$ cat src/inc/smpo_pkg.sv
// Constants and types shared by the supply modulated OTP programmer
package smpo_pkg;
  // Core clock
  localparam int unsigned CLK_MHZ       = 125;
  // Times in microseconds
  localparam int unsigned T_SETTLE_US   = 20_000;
  localparam int unsigned T_ADV_US      = 700;
  localparam int unsigned T_BIT0_US     = 1_700;
  localparam int unsigned T_BIT1_US     = 2_700;
  localparam int unsigned T_WIN_LO_US   = 200;
  localparam int unsigned T_WIN_01_US   = 1_200;
  localparam int unsigned T_WIN_12_US   = 2_200;
  localparam int unsigned T_WIN_HI_US   = 3_200;
  localparam int unsigned T_TIMEOUT_US  = 2_000_000;
  localparam int unsigned T_INH_BASE_US = 31_250;
  localparam int unsigned T_INH_STEP_US = 122;
  // Cycle counts derived from the times
  localparam int unsigned SETTLE_CYC    = T_SETTLE_US * CLK_MHZ;
  localparam int unsigned WIN_LO_CYC    = T_WIN_LO_US * CLK_MHZ;
  localparam int unsigned WIN_01_CYC    = T_WIN_01_US * CLK_MHZ;
  localparam int unsigned WIN_12_CYC    = T_WIN_12_US * CLK_MHZ;
  localparam int unsigned WIN_HI_CYC    = T_WIN_HI_US * CLK_MHZ;
  localparam int unsigned TIMEOUT_CYC   = T_TIMEOUT_US * CLK_MHZ;
  localparam int unsigned INH_BASE_CYC  = T_INH_BASE_US * CLK_MHZ;
  localparam int unsigned INH_STEP_CYC  = T_INH_STEP_US * CLK_MHZ;
  // Counter widths
  localparam int unsigned CNT_W         = 28;
  localparam int unsigned PER_W         = 24;
  // Oscillator divide: toggle every half of 1024 edges
  localparam int unsigned OSC_DIV       = 1024;
  localparam int unsigned OSC_HALF_W    = 9;
  // OTP array layout
  localparam int unsigned WORD_W        = 8;
  localparam int unsigned WORD_CNT      = 3;
  localparam int unsigned ADDR_W        = 2;
  localparam logic [1:0]  ADDR_A        = 2'h0;
  localparam logic [1:0]  ADDR_B        = 2'h1;
  localparam logic [1:0]  ADDR_C        = 2'h2;
  localparam logic [7:0]  WORD_RESET    = 8'h00;
  // Word A fields, bit 1 of the word is index 7
  localparam int unsigned INH_MSB       = 7;
  localparam int unsigned INH_LSB       = 1;
  localparam int unsigned CAL_POS       = 0;
  // Option reload sequencer
  localparam logic [2:0]  RL_START      = 3'h0;
  localparam logic [2:0]  RL_LAST       = 3'h3;
  localparam logic [2:0]  RL_IDLE       = 3'h4;

  typedef enum logic [2:0] {
    SMPO_IDLE     = 3'b000,
    SMPO_MEAS_OSC = 3'b001,
    SMPO_MEAS_INH = 3'b010,
    SMPO_WORD_A   = 3'b011,
    SMPO_WORD_B   = 3'b100,
    SMPO_WORD_C   = 3'b101
  } smpo_state_t;
endpackage

$ cat src/smpo_interval.sv
// Measures spacing between modulation pulses and classifies it
`timescale 1ns/1ns
module smpo_interval
  import smpo_pkg::*;
#(
  parameter int unsigned LO_CYC  = WIN_LO_CYC,
  parameter int unsigned M01_CYC = WIN_01_CYC,
  parameter int unsigned M12_CYC = WIN_12_CYC,
  parameter int unsigned HI_CYC  = WIN_HI_CYC
)(
  input  wire logic clk_in,       // Core clock
  input  wire logic rst_n_in,     // Async reset, active low
  input  wire logic clear_in,     // Drop the timing reference
  input  wire logic pulse_in,     // One-cycle pulse seen
  output logic      advance_out,  // Short spacing: step counter
  output logic      shift_out,    // Medium or long spacing: shift
  output logic      bit_out       // Bit to shift, valid with shift_out
);
  logic [CNT_W-1:0] gap_reg;
  logic             ref_reg;

  // Saturate one count above the top window so long gaps never wrap into one
  always_ff @(posedge clk_in or negedge rst_n_in)
  begin
    if (!rst_n_in)
      gap_reg <= '0;
    else if (clear_in || pulse_in)
      gap_reg <= '0;
    else if (gap_reg <= CNT_W'(HI_CYC))
      gap_reg <= gap_reg + CNT_W'(1);
  end

  always_ff @(posedge clk_in or negedge rst_n_in)
  begin
    if (!rst_n_in)
      ref_reg <= 1'b0;
    else if (clear_in)
      ref_reg <= 1'b0;
    else if (pulse_in)
      ref_reg <= 1'b1;
  end

  always_ff @(posedge clk_in or negedge rst_n_in)
  begin
    if (!rst_n_in)
    begin
      advance_out <= 1'b0;
      shift_out   <= 1'b0;
      bit_out     <= 1'b0;
    end
    else
    begin
      advance_out <= 1'b0;
      shift_out   <= 1'b0;
      if (pulse_in && ref_reg && !clear_in &&
          gap_reg >= CNT_W'(LO_CYC) && gap_reg < CNT_W'(HI_CYC))
      begin
        if (gap_reg < CNT_W'(M01_CYC))
          advance_out <= 1'b1;
        else
        begin
          shift_out <= 1'b1;
          bit_out   <= (gap_reg >= CNT_W'(M12_CYC));
        end
      end
    end
  end
endmodule

$ cat src/smpo_otp_array.sv
// Write-once configuration array with registered read port
`timescale 1ns/1ns
module smpo_otp_array
  import smpo_pkg::*;
#(
  parameter int unsigned WORDS = WORD_CNT,
  parameter int unsigned WIDTH = WORD_W
)(
  input  wire logic              clk_in,      // Core clock
  input  wire logic              rst_n_in,    // Async reset, active low
  input  wire logic              wr_en_in,    // Program pulse
  input  wire logic [ADDR_W-1:0] wr_addr_in,  // Word to program
  input  wire logic [WIDTH-1:0]  wr_data_in,  // Bits to burn to 1
  input  wire logic [ADDR_W-1:0] rd_addr_in,  // Word to read
  output logic      [WIDTH-1:0]  rd_data_out  // Registered read data
);
  logic [WIDTH-1:0] cell_reg [WORDS];

  always_ff @(posedge clk_in or negedge rst_n_in)
  begin
    if (!rst_n_in)
    begin
      for (int i = 0; i < WORDS; i++)
        cell_reg[i] <= WIDTH'(WORD_RESET);
    end
    else if (wr_en_in && (int'(wr_addr_in) < WORDS))
    begin
      cell_reg[wr_addr_in] <= cell_reg[wr_addr_in] | wr_data_in;
    end
  end

  always_ff @(posedge clk_in or negedge rst_n_in)
  begin
    if (!rst_n_in)
      rd_data_out <= '0;
    else if (int'(rd_addr_in) < WORDS)
      rd_data_out <= cell_reg[rd_addr_in];
    else
      rd_data_out <= '0;
  end
endmodule

$ cat src/smpo_programmer.sv
// Supply modulated OTP programming and measurement controller
`timescale 1ns/1ns

// Summary of operation
// - Five states: two measurements, three words
// - Large pulse starts session, then settle
// - Small pulses; first only sets timing
// - Short gap advances instruction counter
// - Medium gap shifts zero, long one
// - Entry sets state one (idle if already in state one), clears shifter
// - Stop pulse or store ends state
// - Two seconds without pulses ends state
// - Pre-store then store burns word
// - Eight-bit shifter: write data, read pointer
// - Leaving stop reloads options, reinitialises
// - State picks word, pointer picks bit
// - Set cell during check loads supply
// - Measurements drive pad and load
// - State two period follows inhibit count
// - State one outputs oscillator over 1024
// - Word A: inhibit count, calibration period
// - Cells go once from zero to one
// - Array holds three eight-bit words
module smpo_programmer
#(
  parameter int unsigned SETTLE_CYC_P   = smpo_pkg::SETTLE_CYC,
  parameter int unsigned TIMEOUT_CYC_P  = smpo_pkg::TIMEOUT_CYC,
  parameter int unsigned WIN_LO_CYC_P   = smpo_pkg::WIN_LO_CYC,
  parameter int unsigned WIN_01_CYC_P   = smpo_pkg::WIN_01_CYC,
  parameter int unsigned WIN_12_CYC_P   = smpo_pkg::WIN_12_CYC,
  parameter int unsigned WIN_HI_CYC_P   = smpo_pkg::WIN_HI_CYC,
  parameter int unsigned INH_BASE_CYC_P = smpo_pkg::INH_BASE_CYC,
  parameter int unsigned INH_STEP_CYC_P = smpo_pkg::INH_STEP_CYC
)(
  input  wire logic                         CLK_IN,            // 125 MHz clock
  input  wire logic                         RESET_N_IN,        // Async reset, active low
  input  wire logic                         OSC_IN,            // Crystal oscillator level
  input  wire logic                         START_LVL_IN,      // Supply above start level
  input  wire logic                         STOP_LVL_IN,       // Supply at stop level
  input  wire logic                         MOD_LVL_IN,        // Small modulation pulse
  input  wire logic                         PRESTORE_LVL_IN,   // Supply at pre-store level
  input  wire logic                         STORE_LVL_IN,      // Supply at store level
  input  wire logic                         RESET_PAD_IN,      // Reset pad level
  output logic                              RESET_PAD_OUT,     // Reset pad drive value
  output logic                              RESET_PAD_OE_N_OUT,// Reset pad enable, low drives
  output logic                              LOAD_EN_OUT,       // Connect supply load
  output smpo_pkg::smpo_state_t             STATE_OUT,         // Instruction state
  output logic [smpo_pkg::WORD_W-1:0]       SHIFT_OUT,         // Shift register
  output logic                              STOP_MODE_OUT,     // Stop mode active
  output logic                              REINIT_OUT,        // Reinitialise pulse
  output logic [smpo_pkg::INH_MSB-smpo_pkg::INH_LSB:0] INHIBIT_OUT, // Pulses to remove
  output logic                              CAL_PERIOD_OUT,    // Calibration period
  output logic [smpo_pkg::WORD_W-1:0]       MOTOR_B_OUT,       // Motor settings word B
  output logic [smpo_pkg::WORD_W-1:0]       MOTOR_C_OUT        // Motor settings word C
);
  import smpo_pkg::*;

  localparam int unsigned INH_W = INH_MSB - INH_LSB + 1;

  function automatic logic [ADDR_W-1:0] word_of(input smpo_state_t s);
    logic [2:0] d;
    d = 3'(s) - 3'(SMPO_WORD_A);
    return d[ADDR_W-1:0];
  endfunction

  function automatic logic is_word(input smpo_state_t s);
    return (s == SMPO_WORD_A) || (s == SMPO_WORD_B) || (s == SMPO_WORD_C);
  endfunction

  // Half period of the inhibit-time signal for a given count
  function automatic logic [PER_W-1:0] inh_half(input logic [INH_W-1:0] n);
    logic [PER_W-1:0] full;
    full = PER_W'(INH_BASE_CYC_P) + PER_W'(n) * PER_W'(INH_STEP_CYC_P);
    return full >> 1;
  endfunction

  smpo_state_t         state_reg;
  smpo_state_t         state_next;
  logic [WORD_W-1:0]   shift_reg;
  logic                start_d_reg;
  logic                stop_d_reg;
  logic                mod_d_reg;
  logic                pre_d_reg;
  logic                store_d_reg;
  logic                osc_d_reg;
  logic                pad_d_reg;
  logic                armed_reg;
  logic                settled_reg;
  logic [CNT_W-1:0]    settle_reg;
  logic [CNT_W-1:0]    quiet_reg;
  logic                meas_reg;
  logic [OSC_HALF_W-1:0] osc_cnt_reg;
  logic [PER_W-1:0]    per_reg;
  logic [2:0]          rl_step_reg;
  logic [WORD_W-1:0]   opt_a_reg;
  logic [WORD_W-1:0]   opt_b_reg;
  logic [WORD_W-1:0]   opt_c_reg;
  logic [WORD_W-1:0]   rd_data;
  logic [ADDR_W-1:0]   rd_addr;
  logic                active;
  logic                start_rise;
  logic                stop_rise;
  logic                mod_rise;
  logic                pre_rise;
  logic                store_rise;
  logic                osc_rise;
  logic                pad_fall;
  logic                commit;
  logic                timeout;
  logic                adv;
  logic                shift_en;
  logic                shift_bit;
  logic                measuring;
  logic                checking;

  assign active     = (state_reg != SMPO_IDLE);
  assign start_rise = START_LVL_IN & ~start_d_reg;
  assign stop_rise  = STOP_LVL_IN & ~stop_d_reg;
  assign mod_rise   = MOD_LVL_IN & ~mod_d_reg;
  assign pre_rise   = PRESTORE_LVL_IN & ~pre_d_reg;
  assign store_rise = STORE_LVL_IN & ~store_d_reg;
  assign osc_rise   = OSC_IN & ~osc_d_reg;
  assign pad_fall   = ~RESET_PAD_IN & pad_d_reg;
  assign measuring  = (state_reg == SMPO_MEAS_OSC) || (state_reg == SMPO_MEAS_INH);
  assign commit     = active & armed_reg & store_rise;
  assign timeout    = active & (quiet_reg >= CNT_W'(TIMEOUT_CYC_P - 1));

  always_ff @(posedge CLK_IN or negedge RESET_N_IN)
  begin
    if (!RESET_N_IN)
    begin
      start_d_reg <= 1'b0;
      stop_d_reg  <= 1'b0;
      mod_d_reg   <= 1'b0;
      pre_d_reg   <= 1'b0;
      store_d_reg <= 1'b0;
      osc_d_reg   <= 1'b0;
      pad_d_reg   <= 1'b0;
    end
    else
    begin
      start_d_reg <= START_LVL_IN;
      stop_d_reg  <= STOP_LVL_IN;
      mod_d_reg   <= MOD_LVL_IN;
      pre_d_reg   <= PRESTORE_LVL_IN;
      store_d_reg <= STORE_LVL_IN;
      osc_d_reg   <= OSC_IN;
      pad_d_reg   <= RESET_PAD_IN;
    end
  end

  // Ignore modulation until settle time ends
  always_ff @(posedge CLK_IN or negedge RESET_N_IN)
  begin
    if (!RESET_N_IN)
    begin
      settle_reg  <= '0;
      settled_reg <= 1'b0;
    end
    else if (start_rise)
    begin
      settle_reg  <= '0;
      settled_reg <= 1'b0;
    end
    else if (active && !settled_reg)
    begin
      settle_reg  <= settle_reg + CNT_W'(1);
      settled_reg <= (settle_reg >= CNT_W'(SETTLE_CYC_P - 1));
    end
  end

  smpo_interval #(
    .LO_CYC  (WIN_LO_CYC_P),
    .M01_CYC (WIN_01_CYC_P),
    .M12_CYC (WIN_12_CYC_P),
    .HI_CYC  (WIN_HI_CYC_P)
  ) u_interval (
    .clk_in      (CLK_IN),
    .rst_n_in    (RESET_N_IN),
    .clear_in    (start_rise | ~active | ~settled_reg),
    .pulse_in    (mod_rise),
    .advance_out (adv),
    .shift_out   (shift_en),
    .bit_out     (shift_bit)
  );

  // Quiet time since last modulation pulse
  always_ff @(posedge CLK_IN or negedge RESET_N_IN)
  begin
    if (!RESET_N_IN)
      quiet_reg <= '0;
    else if (start_rise || mod_rise || !active)
      quiet_reg <= '0;
    else
      quiet_reg <= quiet_reg + CNT_W'(1);
  end

  always_comb
  begin
    state_next = state_reg;
    if (start_rise)
      state_next = (state_reg == SMPO_MEAS_OSC) ? SMPO_IDLE : SMPO_MEAS_OSC;
    else if (stop_rise || commit || timeout)
      state_next = SMPO_IDLE;
    else if (adv)
    begin
      unique case (state_reg)
        SMPO_IDLE:     state_next = SMPO_IDLE;
        SMPO_MEAS_OSC: state_next = SMPO_MEAS_INH;
        SMPO_MEAS_INH: state_next = SMPO_WORD_A;
        SMPO_WORD_A:   state_next = SMPO_WORD_B;
        SMPO_WORD_B:   state_next = SMPO_WORD_C;
        SMPO_WORD_C:   state_next = SMPO_WORD_C;
        default:       state_next = SMPO_IDLE;
      endcase
    end
  end

  always_ff @(posedge CLK_IN or negedge RESET_N_IN)
  begin
    if (!RESET_N_IN)
      state_reg <= SMPO_IDLE;
    else
      state_reg <= state_next;
  end

  always_ff @(posedge CLK_IN or negedge RESET_N_IN)
  begin
    if (!RESET_N_IN)
      armed_reg <= 1'b0;
    else if (start_rise || !active || commit)
      armed_reg <= 1'b0;
    else if (pre_rise)
      armed_reg <= 1'b1;
  end

  // Eight-bit shifter, new bit enters at bit 1
  always_ff @(posedge CLK_IN or negedge RESET_N_IN)
  begin
    if (!RESET_N_IN)
      shift_reg <= '0;
    else if (start_rise)
      shift_reg <= '0;
    // First bit in ends at bit 8
    else if (shift_en && active)
      shift_reg <= {shift_bit, shift_reg[WORD_W-1:1]};
  end

  // Reload reads words A, B, C after reset and on leaving stop mode
  always_ff @(posedge CLK_IN or negedge RESET_N_IN)
  begin
    if (!RESET_N_IN)
      rl_step_reg <= RL_START;
    else if (pad_fall && !measuring)
      rl_step_reg <= RL_START;
    else if (rl_step_reg != RL_IDLE)
      rl_step_reg <= rl_step_reg + 3'h1;
  end

  // Word from state, bit from pointer
  assign rd_addr = (rl_step_reg < RL_LAST) ? rl_step_reg[ADDR_W-1:0] : word_of(state_reg);

  smpo_otp_array #(
    .WORDS (WORD_CNT),
    .WIDTH (WORD_W)
  ) u_array (
    .clk_in      (CLK_IN),
    .rst_n_in    (RESET_N_IN),
    .wr_en_in    (commit & is_word(state_reg)),
    .wr_addr_in  (word_of(state_reg)),
    .wr_data_in  (shift_reg),
    .rd_addr_in  (rd_addr),
    .rd_data_out (rd_data)
  );

  // Word A carries inhibit count and period
  always_ff @(posedge CLK_IN or negedge RESET_N_IN)
  begin
    if (!RESET_N_IN)
    begin
      opt_a_reg  <= WORD_RESET;
      opt_b_reg  <= WORD_RESET;
      opt_c_reg  <= WORD_RESET;
      REINIT_OUT <= 1'b0;
    end
    else
    begin
      if (rl_step_reg == RL_START + 3'h1)
        opt_a_reg <= rd_data;
      if (rl_step_reg == RL_START + 3'h2)
        opt_b_reg <= rd_data;
      if (rl_step_reg == RL_LAST)
        opt_c_reg <= rd_data;
      REINIT_OUT <= (rl_step_reg == RL_LAST);
    end
  end

  always_ff @(posedge CLK_IN or negedge RESET_N_IN)
  begin
    if (!RESET_N_IN)
    begin
      osc_cnt_reg <= '0;
      per_reg     <= '0;
      meas_reg    <= 1'b0;
    end
    else if (state_reg != state_next)
    begin
      osc_cnt_reg <= '0;
      per_reg     <= '0;
      meas_reg    <= 1'b0;
    end
    else if (state_reg == SMPO_MEAS_OSC)
    begin
      if (osc_rise)
      begin
        osc_cnt_reg <= osc_cnt_reg + OSC_HALF_W'(1);
        if (osc_cnt_reg == OSC_HALF_W'(OSC_DIV / 2 - 1))
          meas_reg <= ~meas_reg;
      end
    end
    else if (state_reg == SMPO_MEAS_INH)
    begin
      if (per_reg >= inh_half(opt_a_reg[INH_MSB:INH_LSB]) - PER_W'(1))
      begin
        per_reg  <= '0;
        meas_reg <= ~meas_reg;
      end
      else
        per_reg <= per_reg + PER_W'(1);
    end
  end

  // Pointer is valid only while one-hot
  assign checking = is_word(state_reg) && $onehot(shift_reg) && (rl_step_reg == RL_IDLE)
                    && (rd_addr == word_of(state_reg));

  always_ff @(posedge CLK_IN or negedge RESET_N_IN)
  begin
    if (!RESET_N_IN)
    begin
      RESET_PAD_OUT      <= 1'b0;
      RESET_PAD_OE_N_OUT <= 1'b1;
      LOAD_EN_OUT        <= 1'b0;
    end
    else
    begin
      RESET_PAD_OUT      <= measuring & meas_reg;
      RESET_PAD_OE_N_OUT <= ~measuring;
      if (checking)
        LOAD_EN_OUT <= |(rd_data & shift_reg);
      else
        LOAD_EN_OUT <= measuring & meas_reg;
    end
  end

  always_ff @(posedge CLK_IN or negedge RESET_N_IN)
  begin
    if (!RESET_N_IN)
    begin
      STOP_MODE_OUT  <= 1'b0;
      STATE_OUT      <= SMPO_IDLE;
      SHIFT_OUT      <= '0;
      INHIBIT_OUT    <= '0;
      CAL_PERIOD_OUT <= 1'b0;
      MOTOR_B_OUT    <= '0;
      MOTOR_C_OUT    <= '0;
    end
    else
    begin
      STOP_MODE_OUT  <= pad_d_reg & ~measuring;
      STATE_OUT      <= state_reg;
      SHIFT_OUT      <= shift_reg;
      INHIBIT_OUT    <= opt_a_reg[INH_MSB:INH_LSB];
      CAL_PERIOD_OUT <= opt_a_reg[CAL_POS];
      MOTOR_B_OUT    <= opt_b_reg;
      MOTOR_C_OUT    <= opt_c_reg;
    end
  end
endmodule
$ cat config.mk
export PLATFORM = sky130hd
export DESIGN_NAME = smpo_programmer
export DESIGN_NICKNAME = d
export VERILOG_FILES = /design/src/inc/smpo_pkg.sv /design/src/smpo_interval.sv /design/src/smpo_otp_array.sv /design/src/smpo_programmer.sv
export SDC_FILE = /design/constraint.sdc
export NUM_CORES = 1
export LEC_CHECK = 0
export BUFFER_PORTS_ARGS = -buffer_cell sky130_fd_sc_hd__buf_2
export CAP_MARGIN = 0
export CORE_MARGIN = 2
export CORE_UTILIZATION = 45
export DETAILED_ROUTE_END_ITERATION = 10
export GPL_TIMING_DRIVEN = 0
export PLACE_DENSITY = 0.64
export SYNTH_ARGS = -nofsm -noshare
export SYNTH_HDL_FRONTEND = slang
export SYNTH_SLANG_ARGS = --single-unit
$ cat constraint.sdc
create_clock -name CLK_IN -period 9.6 [get_ports CLK_IN]
set_input_delay 0.48 -clock CLK_IN [delete_from_list [all_inputs] [get_ports CLK_IN]]
set_output_delay 0.48 -clock CLK_IN [all_outputs]
set_load 0.005 [all_outputs]
==> impl_metrics.env, run 1 <==
export IMPL_cts_htree_levels=1
export IMPL_slowest_stage="dfrtp_1"
export IMPL_clk_pin_slew_worst_paths_ns=0.06
export IMPL_sequentialPowerShare=0.416
export IMPL_synth_warnings=0
export IMPL_critPathMaxFanout=10
export IMPL_antenna_found_initial=0
export IMPL_hold_viol_final=0
export IMPL_synth_ff_type="dfrtp_1"
export IMPL_synth_largest_area_cell="dfrtp_1"
export IMPL_initial_core_util=0.455
export IMPL_drt_initial_drc_count=566
export IMPL_ys_types=86
export IMPL_setup_tns_ns=0
export IMPL_wire_per_inst_um=15.5
export IMPL_synth_area_per_cell_um2=9.82
export IMPL_worst_pin_slew_ns=1.10
export IMPL_grt_pass1_vias=10300
export IMPL_vias=10300
export IMPL_start_kind="flop"
export IMPL_antenna_left=0
export IMPL_clockPowerShare=0.413
export IMPL_dpl_cell_count=1857
export IMPL_synthTopCellsByArea="dfrtp_1 43%, ha_1 8.4%, nor2_1 4.2%"
export IMPL_whs_ns=0.0675
export IMPL_syn_cell_area_um2=13800
export IMPL_p_per_area_nw_per_um2=168
export IMPL_hp_class="in2reg"
export IMPL_route_met3_wl_mm=1.04
export IMPL_total_power_w=0.00262
export IMPL_first_pass_iters=5
export IMPL_wl_met1_mm=13.2
export IMPL_wl_mm=29.6
export IMPL_synth_seq_area_share=0.436
export IMPL_grt_max_degree=114
export IMPL_highest_layer="met4"
export IMPL_row_count=64
export IMPL_wl_met2_mm=14.5
export IMPL_crit_type="reg2reg"
export IMPL_stdcell_count=1907
export IMPL_p_leak_nw=7.48
export IMPL_die_h_um=179
export IMPL_end_kind="flop"
export IMPL_status="completed"
export IMPL_p_sw_frac=0.288
export IMPL_grt_usage=0.187
export IMPL_synthCells=1410
export IMPL_io_buffers=48
export IMPL_timing_slew_headroom=0.258
export IMPL_async_flop_share=1.00
export IMPL_layout_common_cells="240 x dfrtp_1, 156 x nor2_1, 132 x nand2_1"
export IMPL_fp_coreArea_um2=30400
export IMPL_dpl_hpwl_mm=21.4
export IMPL_worstPathArrival_ns=8.37
export IMPL_drive_above_1_share=0.103
export IMPL_clkSinkCount=241
export IMPL_cts_inserted_buffers=27
export IMPL_p_switching_w=0.000752
export IMPL_rsz0062_at_grt="false"
export IMPL_cts_root_buffer="clkbuf_16"
export IMPL_cellInternalPower_w=0.00186
export IMPL_ir_drop_mv=0.161
export IMPL_num_antenna_cells=0
export IMPL_gr_total_overflow=0
export IMPL_max_freq_mhz=126
export IMPL_syn2layout_area_growth_pct=12.7
export IMPL_die_w_um=179
export IMPL_slowest_delay_ns=0.63
export IMPL_comb_power_share=0.171
export IMPL_dieArea_um2=32200
export IMPL_clk_latency_ns=0.53
export IMPL_maxCapViolations=0
export IMPL_cts_buffer_depth=3
export IMPL_cpMostUsedCell="inv_1"
export IMPL_nets=1617
export IMPL_cts_tree="built"
export IMPL_min_period_over_period=0.824
export IMPL_min_period_ns=7.91
export IMPL_crit_required_ns=10.05
export IMPL_io_pins=49
export IMPL_post_cts_buffers=0
export IMPL_via_per_inst=5.38
export IMPL_finalSetupViolCount=0
export IMPL_synth_ff_latch_count=241
export IMPL_gp_congestion=0.786
export IMPL_synth_top_cell_area_share=0.434
export IMPL_mostFrequentLayoutCell="dfrtp_1"
export IMPL_report_final_slew_viol_count=0
export IMPL_fin_skew_ns=0.00761
export IMPL_grt_pass1_wl_mm=50.9
export IMPL_synth_edf_count=0
export IMPL_drc=0
synth_stat cells (5+ instances only):
| cell | count |
|---|---|
| clkbuf_1 | 29 |
| and3_1 | 34 |
| nor4_1 | 9 |
| and2_1 | 7 |
| nor2b_1 | 19 |
| a31oi_1 | 8 |
| buf_2 | 7 |
| inv_1 | 76 |
| a21oi_1 | 70 |
| nand3b_1 | 14 |
| o211ai_1 | 5 |
| nand3_1 | 46 |
| o21a_1 | 12 |
| nand4_1 | 25 |
| o22ai_1 | 5 |
| nand2_1 | 132 |
| xnor2_1 | 50 |
| ha_1 | 93 |
| a21o_1 | 11 |
| buf_1 | 5 |
| or3_1 | 17 |
| nor3_1 | 18 |
| a211oi_1 | 10 |
| mux2_2 | 17 |
| fa_1 | 24 |
| a211o_1 | 5 |
| dfrtp_1 | 240 |
| xor2_1 | 60 |
| mux2i_1 | 20 |
| o21ai_1 | 7 |
| o21ai_0 | 84 |
| nor2_1 | 156 |
per-stage QoR:
step	worst slack [ns]	util	area (um^2)
6_report	1.69	0.513	15600
5_1_grt	1.06	0.513	15600
2_1_floorplan	2.79	-	13800
3_3_place_gp	1.82	0.479	14600
3_5_place_dp	1.72	0.481	14600
4_1_cts	1.65	0.513	15600
critical path, delay by kind of cell, from the launching register on:
family	cells	cell delay (ns)
AOI/OAI and AO/OA	11	1.99
and+or+nand+nor	6	1.21
DFF	1	0.63
xor gates and xnor gates	2	0.57
adders and majority gates	6	2.42
buffers and inverters	6	1.00
per-layer routing:
| metal | global-route usage | vias up |
|---|---|---|
| met1 | 0.249 | 5002 |
| met3 | 0.0247 | 55 |
| met4 | 0.0501 | 0 |
| met5 | 0 | - |
| li1 | - | 5046 |
| met2 | 0.323 | 153 |
timing repair:
action	CTS	global route
endpoints found under the hold margin	47	0
gates resized for setup	0	0
hold buffers	1	0
path summary, 6_finish.rpt:
path | slack, ns | end | cells after the start | start
worst max-delay path | 1.69 | per_reg[17] | 31 | opt_a_reg[3]
worst min-delay path | 0.07 | mod_d_reg | 1 | MOD_LVL_IN
worst max register to register | 1.69 | per_reg[17] | 31 | opt_a_reg[3]
worst min register to register | 0.37 | MOTOR_B_OUT[0] | 0 | opt_b_reg[0]
max in group asynchronous | 7.94 | RESET_PAD_OE_N_OUT | 4 | RESET_N_IN
min in group asynchronous | 0.43 | settle_reg[21] | 2 | RESET_N_IN
cells by family after synthesis:
kind of cell             synth area share
AO/OA/AOI/OAI                       0.119
XOR/XNOR                           0.0786
adder cells (fa/ha/maj)             0.119
buffers and inverters              0.0351
flip-flops                          0.436
multiplexers                       0.0299
other                            0.000271
AND/OR/NAND/NOR                     0.183
power groups by stage:
stage,logic [W],registers [W],clock network [W]
4_1_cts,0.000455,0.00109,0.00111
3_5_place_dp,0.000452,0.00111,0
3_3_place_gp,0.000446,0.00111,0
2_1_floorplan,0.000304,0.00109,0
5_1_grt,0.000501,0.00109,0.00115
6_report,0.000447,0.00109,0.00108
final cells by class:
| cell class | instances | area (um^2) |
|---|---|---|
| Fill cell | 2816 | 14800 |
| Timing Repair Buffer | 51 | 315 |
| Inverter | 76 | 285 |
| Multi-Input combinational cell | 1049 | 7330 |
| Sequential cell | 241 | 6030 |
| Buffer | 45 | 200 |
| Clock buffer | 39 | 781 |
| Clock inverter | 10 | 159 |
| Tap cell | 396 | 495 |
Note: power is estimated with default switching activity, not from simulation.
==> run 2: changes to the inputs <==
--- a/config.mk
+++ b/config.mk
@@ -11,7 +11,7 @@
 export CORE_UTILIZATION = 45
 export DETAILED_ROUTE_END_ITERATION = 10
 export GPL_TIMING_DRIVEN = 0
-export PLACE_DENSITY = 0.64
+export PLACE_DENSITY = 0.66
 export SYNTH_ARGS = -nofsm -noshare
 export SYNTH_HDL_FRONTEND = slang
 export SYNTH_SLANG_ARGS = --single-unit
==> constraint.sdc (replaced) <==
create_clock -name CLK_IN -period 6.9 [get_ports CLK_IN]
set_input_delay 0.345 -clock CLK_IN [delete_from_list [all_inputs] [get_ports CLK_IN]]
set_output_delay 0.345 -clock CLK_IN [all_outputs]
set_load 0.005 [all_outputs]
==> run 2 against run 1 <==
  * Total power increased by 39%
  * Die area did not move
  * Critical path type unchanged
  * Wire length rose by 4.2%
  * Register-to-register slack worse by 1.5 ns
  * First-iteration DRC count grew 2.1%
  * Clock-buffer cell count down 4
  * Combinational power is 45% higher
  * Clock power up 36%
  * Global-route usage is 0.44 points higher
  * Largest power group unchanged
  * Setup slack worse by 1.5 ns
==> impl_metrics.env, run 2 (synthesized netlist as in run 1, its figures left out) <==
export IMPL_r2r_start="opt_a_reg[5]"
export IMPL_finalSetupViolCount=0
export IMPL_finalInstanceArea_um2=16100
export IMPL_hp_class="in2async"
export IMPL_dieArea_um2=32200
export IMPL_dpl_hpwl_mm=21.4
export IMPL_multiInputGateArea_um2=7520
export IMPL_timing_slew_headroom=0.250
export IMPL_antenna_left=0
export IMPL_p_per_area_nw_per_um2=226
export IMPL_whs_ns=0.195
export IMPL_report_final_slew_viol_count=0
export IMPL_end_kind="flop"
export IMPL_num_antenna_cells=0
export IMPL_cts_root_buffer="clkbuf_16"
export IMPL_wl_mm=30.8
export IMPL_worst_pin_slew_ns=1.12
export IMPL_antenna_found_initial=0
export IMPL_drive_above_1_share=0.151
export IMPL_cts_buffer_depth=3
export IMPL_grt_pass1_vias=10400
export IMPL_fin_skew_ns=0.0175
export IMPL_rsz0062_at_grt="true"
export IMPL_cts_htree_levels=1
export IMPL_first_pass_iters=5
export IMPL_start_kind="flop"
export IMPL_drc=0
export IMPL_p_leak_nw=7.69
export IMPL_via_per_inst=5.36
export IMPL_nFillCells=2734
export IMPL_gr_total_overflow=0
export IMPL_grt_pass1_wl_mm=51.9
export IMPL_clk_pin_slew_worst_paths_ns=0.06
export IMPL_hold_viol_final=0
export IMPL_die_w_um=179
export IMPL_grt_max_degree=120
export IMPL_crit_type="reg2reg"
export IMPL_drt_initial_drc_count=578
export IMPL_crit_required_ns=7.37
export IMPL_status="completed"
export IMPL_cpMostUsedCell="fa_1"
export IMPL_critPathMaxFanout=6
export IMPL_cts_tree="built"
export IMPL_nets=1650
export IMPL_io_buffers=48
export IMPL_stdcell_count=1941
export IMPL_worstPathArrival_ns=7.23
export IMPL_gp_congestion=0.863
export IMPL_place_area_um2=14600
export IMPL_syn2layout_area_growth_pct=16.0
export IMPL_initial_core_util=0.455
export IMPL_slowest_delay_ns=0.58
export IMPL_regArea_um2=6040
export IMPL_dpl_cell_count=1857
export IMPL_mostFrequentLayoutCell="dfrtp_1"
export IMPL_clkSinkCount=241
export IMPL_vias=10400
export IMPL_row_count=64
export IMPL_min_period_over_period=0.979
export IMPL_cts_inserted_buffers=27
export IMPL_fp_coreArea_um2=30400
export IMPL_maxCapViolations=0
export IMPL_min_period_ns=6.76
export IMPL_ir_drop_mv=0.212
export IMPL_crit_start="opt_a_reg[5]"
export IMPL_max_freq_mhz=148
export IMPL_io_pins=49
export IMPL_die_h_um=179
export IMPL_slowest_stage="fa_1"
export IMPL_grt_usage=0.192
export IMPL_layout_common_cells="234 x dfrtp_1, 154 x nor2_1, 132 x nand2_1"
export IMPL_clk_latency_ns=0.56
export IMPL_wire_per_inst_um=15.9
[run 2: cell count changes in the layout (fill, tap and decap cells not counted), sizes merged]
cell,change
buf,+29
clkbuf,-7
dlygate4sd3,+7
clkinv,+6
bufinv,-2
inv,+2
clkinvlp,-1
[run 2: path summary, 6_finish.rpt]
kind                                  endpoint  slack (ns)  cells past startpoint
worst max-delay path               per_reg[21]        0.14                     29
worst min-delay path            settle_reg[14]        0.19                      2
worst max register to register     per_reg[21]        0.14                     29
worst min register to register  MOTOR_C_OUT[1]        0.37                      0
max in group asynchronous          per_reg[16]        5.88                      3
min in group CLK_IN             MOTOR_C_OUT[1]        0.37                      0
[run 2: power by group]
part,switching (W),internal [W]
clock,0.000602,0.000863
sequential,0.0000509,0.00146
combinational,0.000433,0.000213
[run 2: routing by layer]
layer / GRT usage / routed length, um / up-vias
met5: 0 / 0 / -
met4: 0.0413 / 529 / 0
met3: 0.0215 / 1010 / 40
met2: 0.336 / 15400 / 154
met1: 0.257 / 13900 / 5098
li1: - / - / 5116
[run 2: repair_timing]
item,in CTS,in global routing
endpoints found under the hold margin,172,0
endpoints found under the setup margin,25,25
buffers inserted,18,9
gates resized for setup,23,42
pin swaps,16,42
hold buffers,8,0
[run 2: area by class of cell]
| class | instances | area share |
|---|---|---|
| well taps | 396 | 0.0309 |
| inverters | 76 | 0.0178 |
| flip-flops and latches | 241 | 0.376 |
| repair buffers | 85 | 0.0369 |
| plain buffers | 44 | 0.0128 |
| clock buffers | 35 | 0.0477 |
| clock inverters | 15 | 0.00958 |
| multi-input cells | 1049 | 0.468 |
[run 2: critical path, delay by kind of cell (launching register included)]
| family | cells | cell delay (ns) |
|---|---|---|
| AO/OA/AOI/OAI | 11 | 1.81 |
| AND/OR/NAND/NOR | 6 | 1.24 |
| buffers and inverters | 4 | 0.21 |
| adder cells (fa/ha/maj) | 6 | 2.57 |
| flip-flops | 1 | 0.41 |
| XOR/XNOR | 2 | 0.44 |
[run 2: through the flow]
stage          worst slack [ns]  setup TNS [ns]  utilization  total power, W
4_1_cts                 0.00336               0        0.521         0.00366
6_report                  0.142               0        0.528         0.00363
3_3_place_gp             -0.956          -18.41        0.479         0.00215
5_1_grt                  -0.127           -1.46        0.528         0.00381
3_5_place_dp              -1.00          -19.90        0.481         0.00216
2_1_floorplan            0.0937               0            -         0.00195
==> run 3: changes to the inputs <==
--- a/config.mk
+++ b/config.mk
@@ -7,6 +7,7 @@
 export LEC_CHECK = 0
 export BUFFER_PORTS_ARGS = -buffer_cell sky130_fd_sc_hd__buf_2
 export CAP_MARGIN = 0
+export CORE_ASPECT_RATIO = 1.75
 export CORE_MARGIN = 2
 export CORE_UTILIZATION = 45
 export DETAILED_ROUTE_END_ITERATION = 10
==> run 3 against run 2 <==
  * Setup slack improved by 0.12 ns
  * Cell count decreased by 1.1%
  * Wire length increased by 2.5%
  * Via count increased by 0.86%
  * Flip-flop and latch count unchanged
  * Register-to-register slack improved by 0.12 ns
  * Total power decreased by 3.4%
  * Critical path depth unchanged
  * First-iteration DRC count decreased by 6.1%
  * Clock skew decreased by 0.0053 ns
  * Worst hold slack improved by 0.18 ns
==> impl_metrics.env, run 3 (synthesized netlist as in run 1, its figures left out) <==
export IMPL_status="completed"
export IMPL_gp_congestion=0.815
export IMPL_p_per_area_nw_per_um2=221
export IMPL_min_from="opt_c_reg[5]"
export IMPL_crit_required_ns=7.36
export IMPL_cts_root_buffer="clkbuf_16"
export IMPL_p_leak_nw=7.54
export IMPL_grt_usage=0.200
export IMPL_drc=0
export IMPL_layout_common_cells="234 x dfrtp_1, 154 x nor2_1, 132 x nand2_1"
export IMPL_whs_endpoint="MOTOR_C_OUT[5]"
export IMPL_final_core_util=0.519
export IMPL_report_final_slew_viol_count=0
export IMPL_grt_pass1_vias=10700
export IMPL_die_w_um=137
export IMPL_clk_pin_slew_worst_paths_ns=0.07
export IMPL_fp_coreArea_um2=30500
export IMPL_cts_htree_levels=1
export IMPL_worst_pin_slew_ns=1.13
export IMPL_drt_initial_drc_count=543
export IMPL_fin_skew_ns=0.0122
export IMPL_hp_class="reg2reg"
export IMPL_r2r_slack_ns=0.26
export IMPL_wl_mm=31.6
export IMPL_worstPathArrival_ns=7.10
export IMPL_hold_viol_final=0
export IMPL_grt_max_degree=122
export IMPL_slowest_delay_ns=0.59
export IMPL_max_freq_mhz=151
export IMPL_grt_pass1_wl_mm=52.5
export IMPL_cts_tree="built"
export IMPL_gr_total_overflow=0
export IMPL_use_met1=0.227
export IMPL_min_period_over_period=0.962
export IMPL_mostFrequentLayoutCell="dfrtp_1"
export IMPL_dpl_hpwl_mm=23.1
export IMPL_r2r_start="opt_a_reg[5]"
export IMPL_use_met3=0.0174
export IMPL_critPathMaxFanout=6
export IMPL_initial_core_util=0.454
export IMPL_syn2layout_area_growth_pct=14.4
export IMPL_grtUsageMet2=0.371
export IMPL_end_kind="flop"
export IMPL_cts_buffer_depth=3
export IMPL_io_buffers=48
export IMPL_antenna_found_initial=1
export IMPL_r2r_cells=29
export IMPL_cts_inserted_buffers=23
export IMPL_crit_type="reg2reg"
export IMPL_io_pins=49
export IMPL_ir_drop_mv=0.178
export IMPL_nets=1636
export IMPL_whs_ns=0.373
export IMPL_drive_above_1_share=0.139
export IMPL_row_count=85
export IMPL_slowest_stage="fa_1"
export IMPL_busiest_layer="met2"
export IMPL_via_per_inst=5.47
export IMPL_min_period_ns=6.64
export IMPL_clkSinkCount=241
export IMPL_antenna_left=0
export IMPL_die_h_um=236
export IMPL_wire_per_inst_um=16.5
export IMPL_clk_latency_ns=0.53
export IMPL_dieArea_um2=32200
export IMPL_start_kind="flop"
export IMPL_finalSetupViolCount=0
export IMPL_cpMostUsedCell="fa_1"
export IMPL_maxCapViolations=0
export IMPL_holdPathStages=0
export IMPL_vias=10500
export IMPL_timing_slew_headroom=0.244
export IMPL_r2r_end="per_reg[21]"
export IMPL_first_pass_iters=5
[run 3: changes by cell type in the layout (fill, tap and decap cells not counted), sizes merged]
| cell | before | now |
|---|---|---|
| bufinv | 2 | 4 |
| diode | 0 | 1 |
| inv | 78 | 76 |
| clkbuf | 61 | 56 |
| clkinvlp | 1 | 4 |
| buf | 95 | 82 |
| clkinv | 10 | 7 |
[run 3: where the power goes]
group / leakage, nW / internal [W] / total, W / switching [W]
Combinational: 3.83 / 0.000208 / 0.000633 / 0.000426
Clock: 0.395 / 0.000798 / 0.00136 / 0.000558
Sequential: 3.32 / 0.00146 / 0.00151 / 0.0000508
[run 3: routing by layer]
layer / vias up / part of all wire
met1: 5146 / 0.38
met4: 0 / 0.047
met2: 185 / 0.54
met5: - / 0
met3: 83 / 0.028
li1: 5084 / -
[run 3: how the worst max path moves through the flow]
stage	end	from	slack, ns	cells past startpoint
finish	per_reg[21]	opt_a_reg[5]	0.26	29
global placement	per_reg[13]	opt_a_reg[3]	-0.90	31
floorplan	per_reg[15]	opt_a_reg[6]	0.09	30
detailed placement	per_reg[9]	opt_a_reg[3]	-0.96	31
CTS	per_reg[15]	opt_a_reg[5]	0.008	28
global route	per_reg[17]	opt_a_reg[5]	-0.002	29
[run 3: cell type report]
cell class	count	area [um^2]
fillers	2757	14700
multi-input cells	1049	7510
flip-flops and latches	241	6040
clock buffers	27	621
repair buffers	75	493
well taps	391	489
inverters	76	292
plain buffers	44	201
clock inverters	15	190
diodes	1	2.50
[run 3: stage by stage]
stage | instance area [um^2] | setup TNS (ns) | instances | setup WS [ns] | power, W
finish | 15800 | 0 | 1919 | 0.263 | 0.00350
global route | 15800 | -0.00269 | 1919 | -0.00182 | 0.00366
CTS | 15700 | 0 | 1915 | 0.00848 | 0.00354
detailed placement | 14600 | -19.65 | 1851 | -0.964 | 0.00216
global placement | 14600 | -18.30 | 1850 | -0.898 | 0.00215
floorplan | 13800 | 0 | 1411 | 0.0937 | 0.00195
[run 3: timing repair]
| item | 4_1_cts | 5_1_grt |
|---|---|---|
| gates resized for setup | 23 | 31 |
| pin swaps | 20 | 27 |
| hold buffers | 8 | 0 |
| hold endpoints to repair | 127 | 0 |
| buffers inserted | 15 | 3 |
| endpoints found under the setup margin | 25 | 25 |
[run 3: critical path: cells and delay by family (launching register included)]
family	cells	cell delay (ns)
adders and majority gates	6	2.61
and+or+nand+nor	8	1.50
AOI/OAI and AO/OA	9	1.48
DFF	1	0.42
xor gates and xnor gates	2	0.35
buffers and inverters	4	0.22
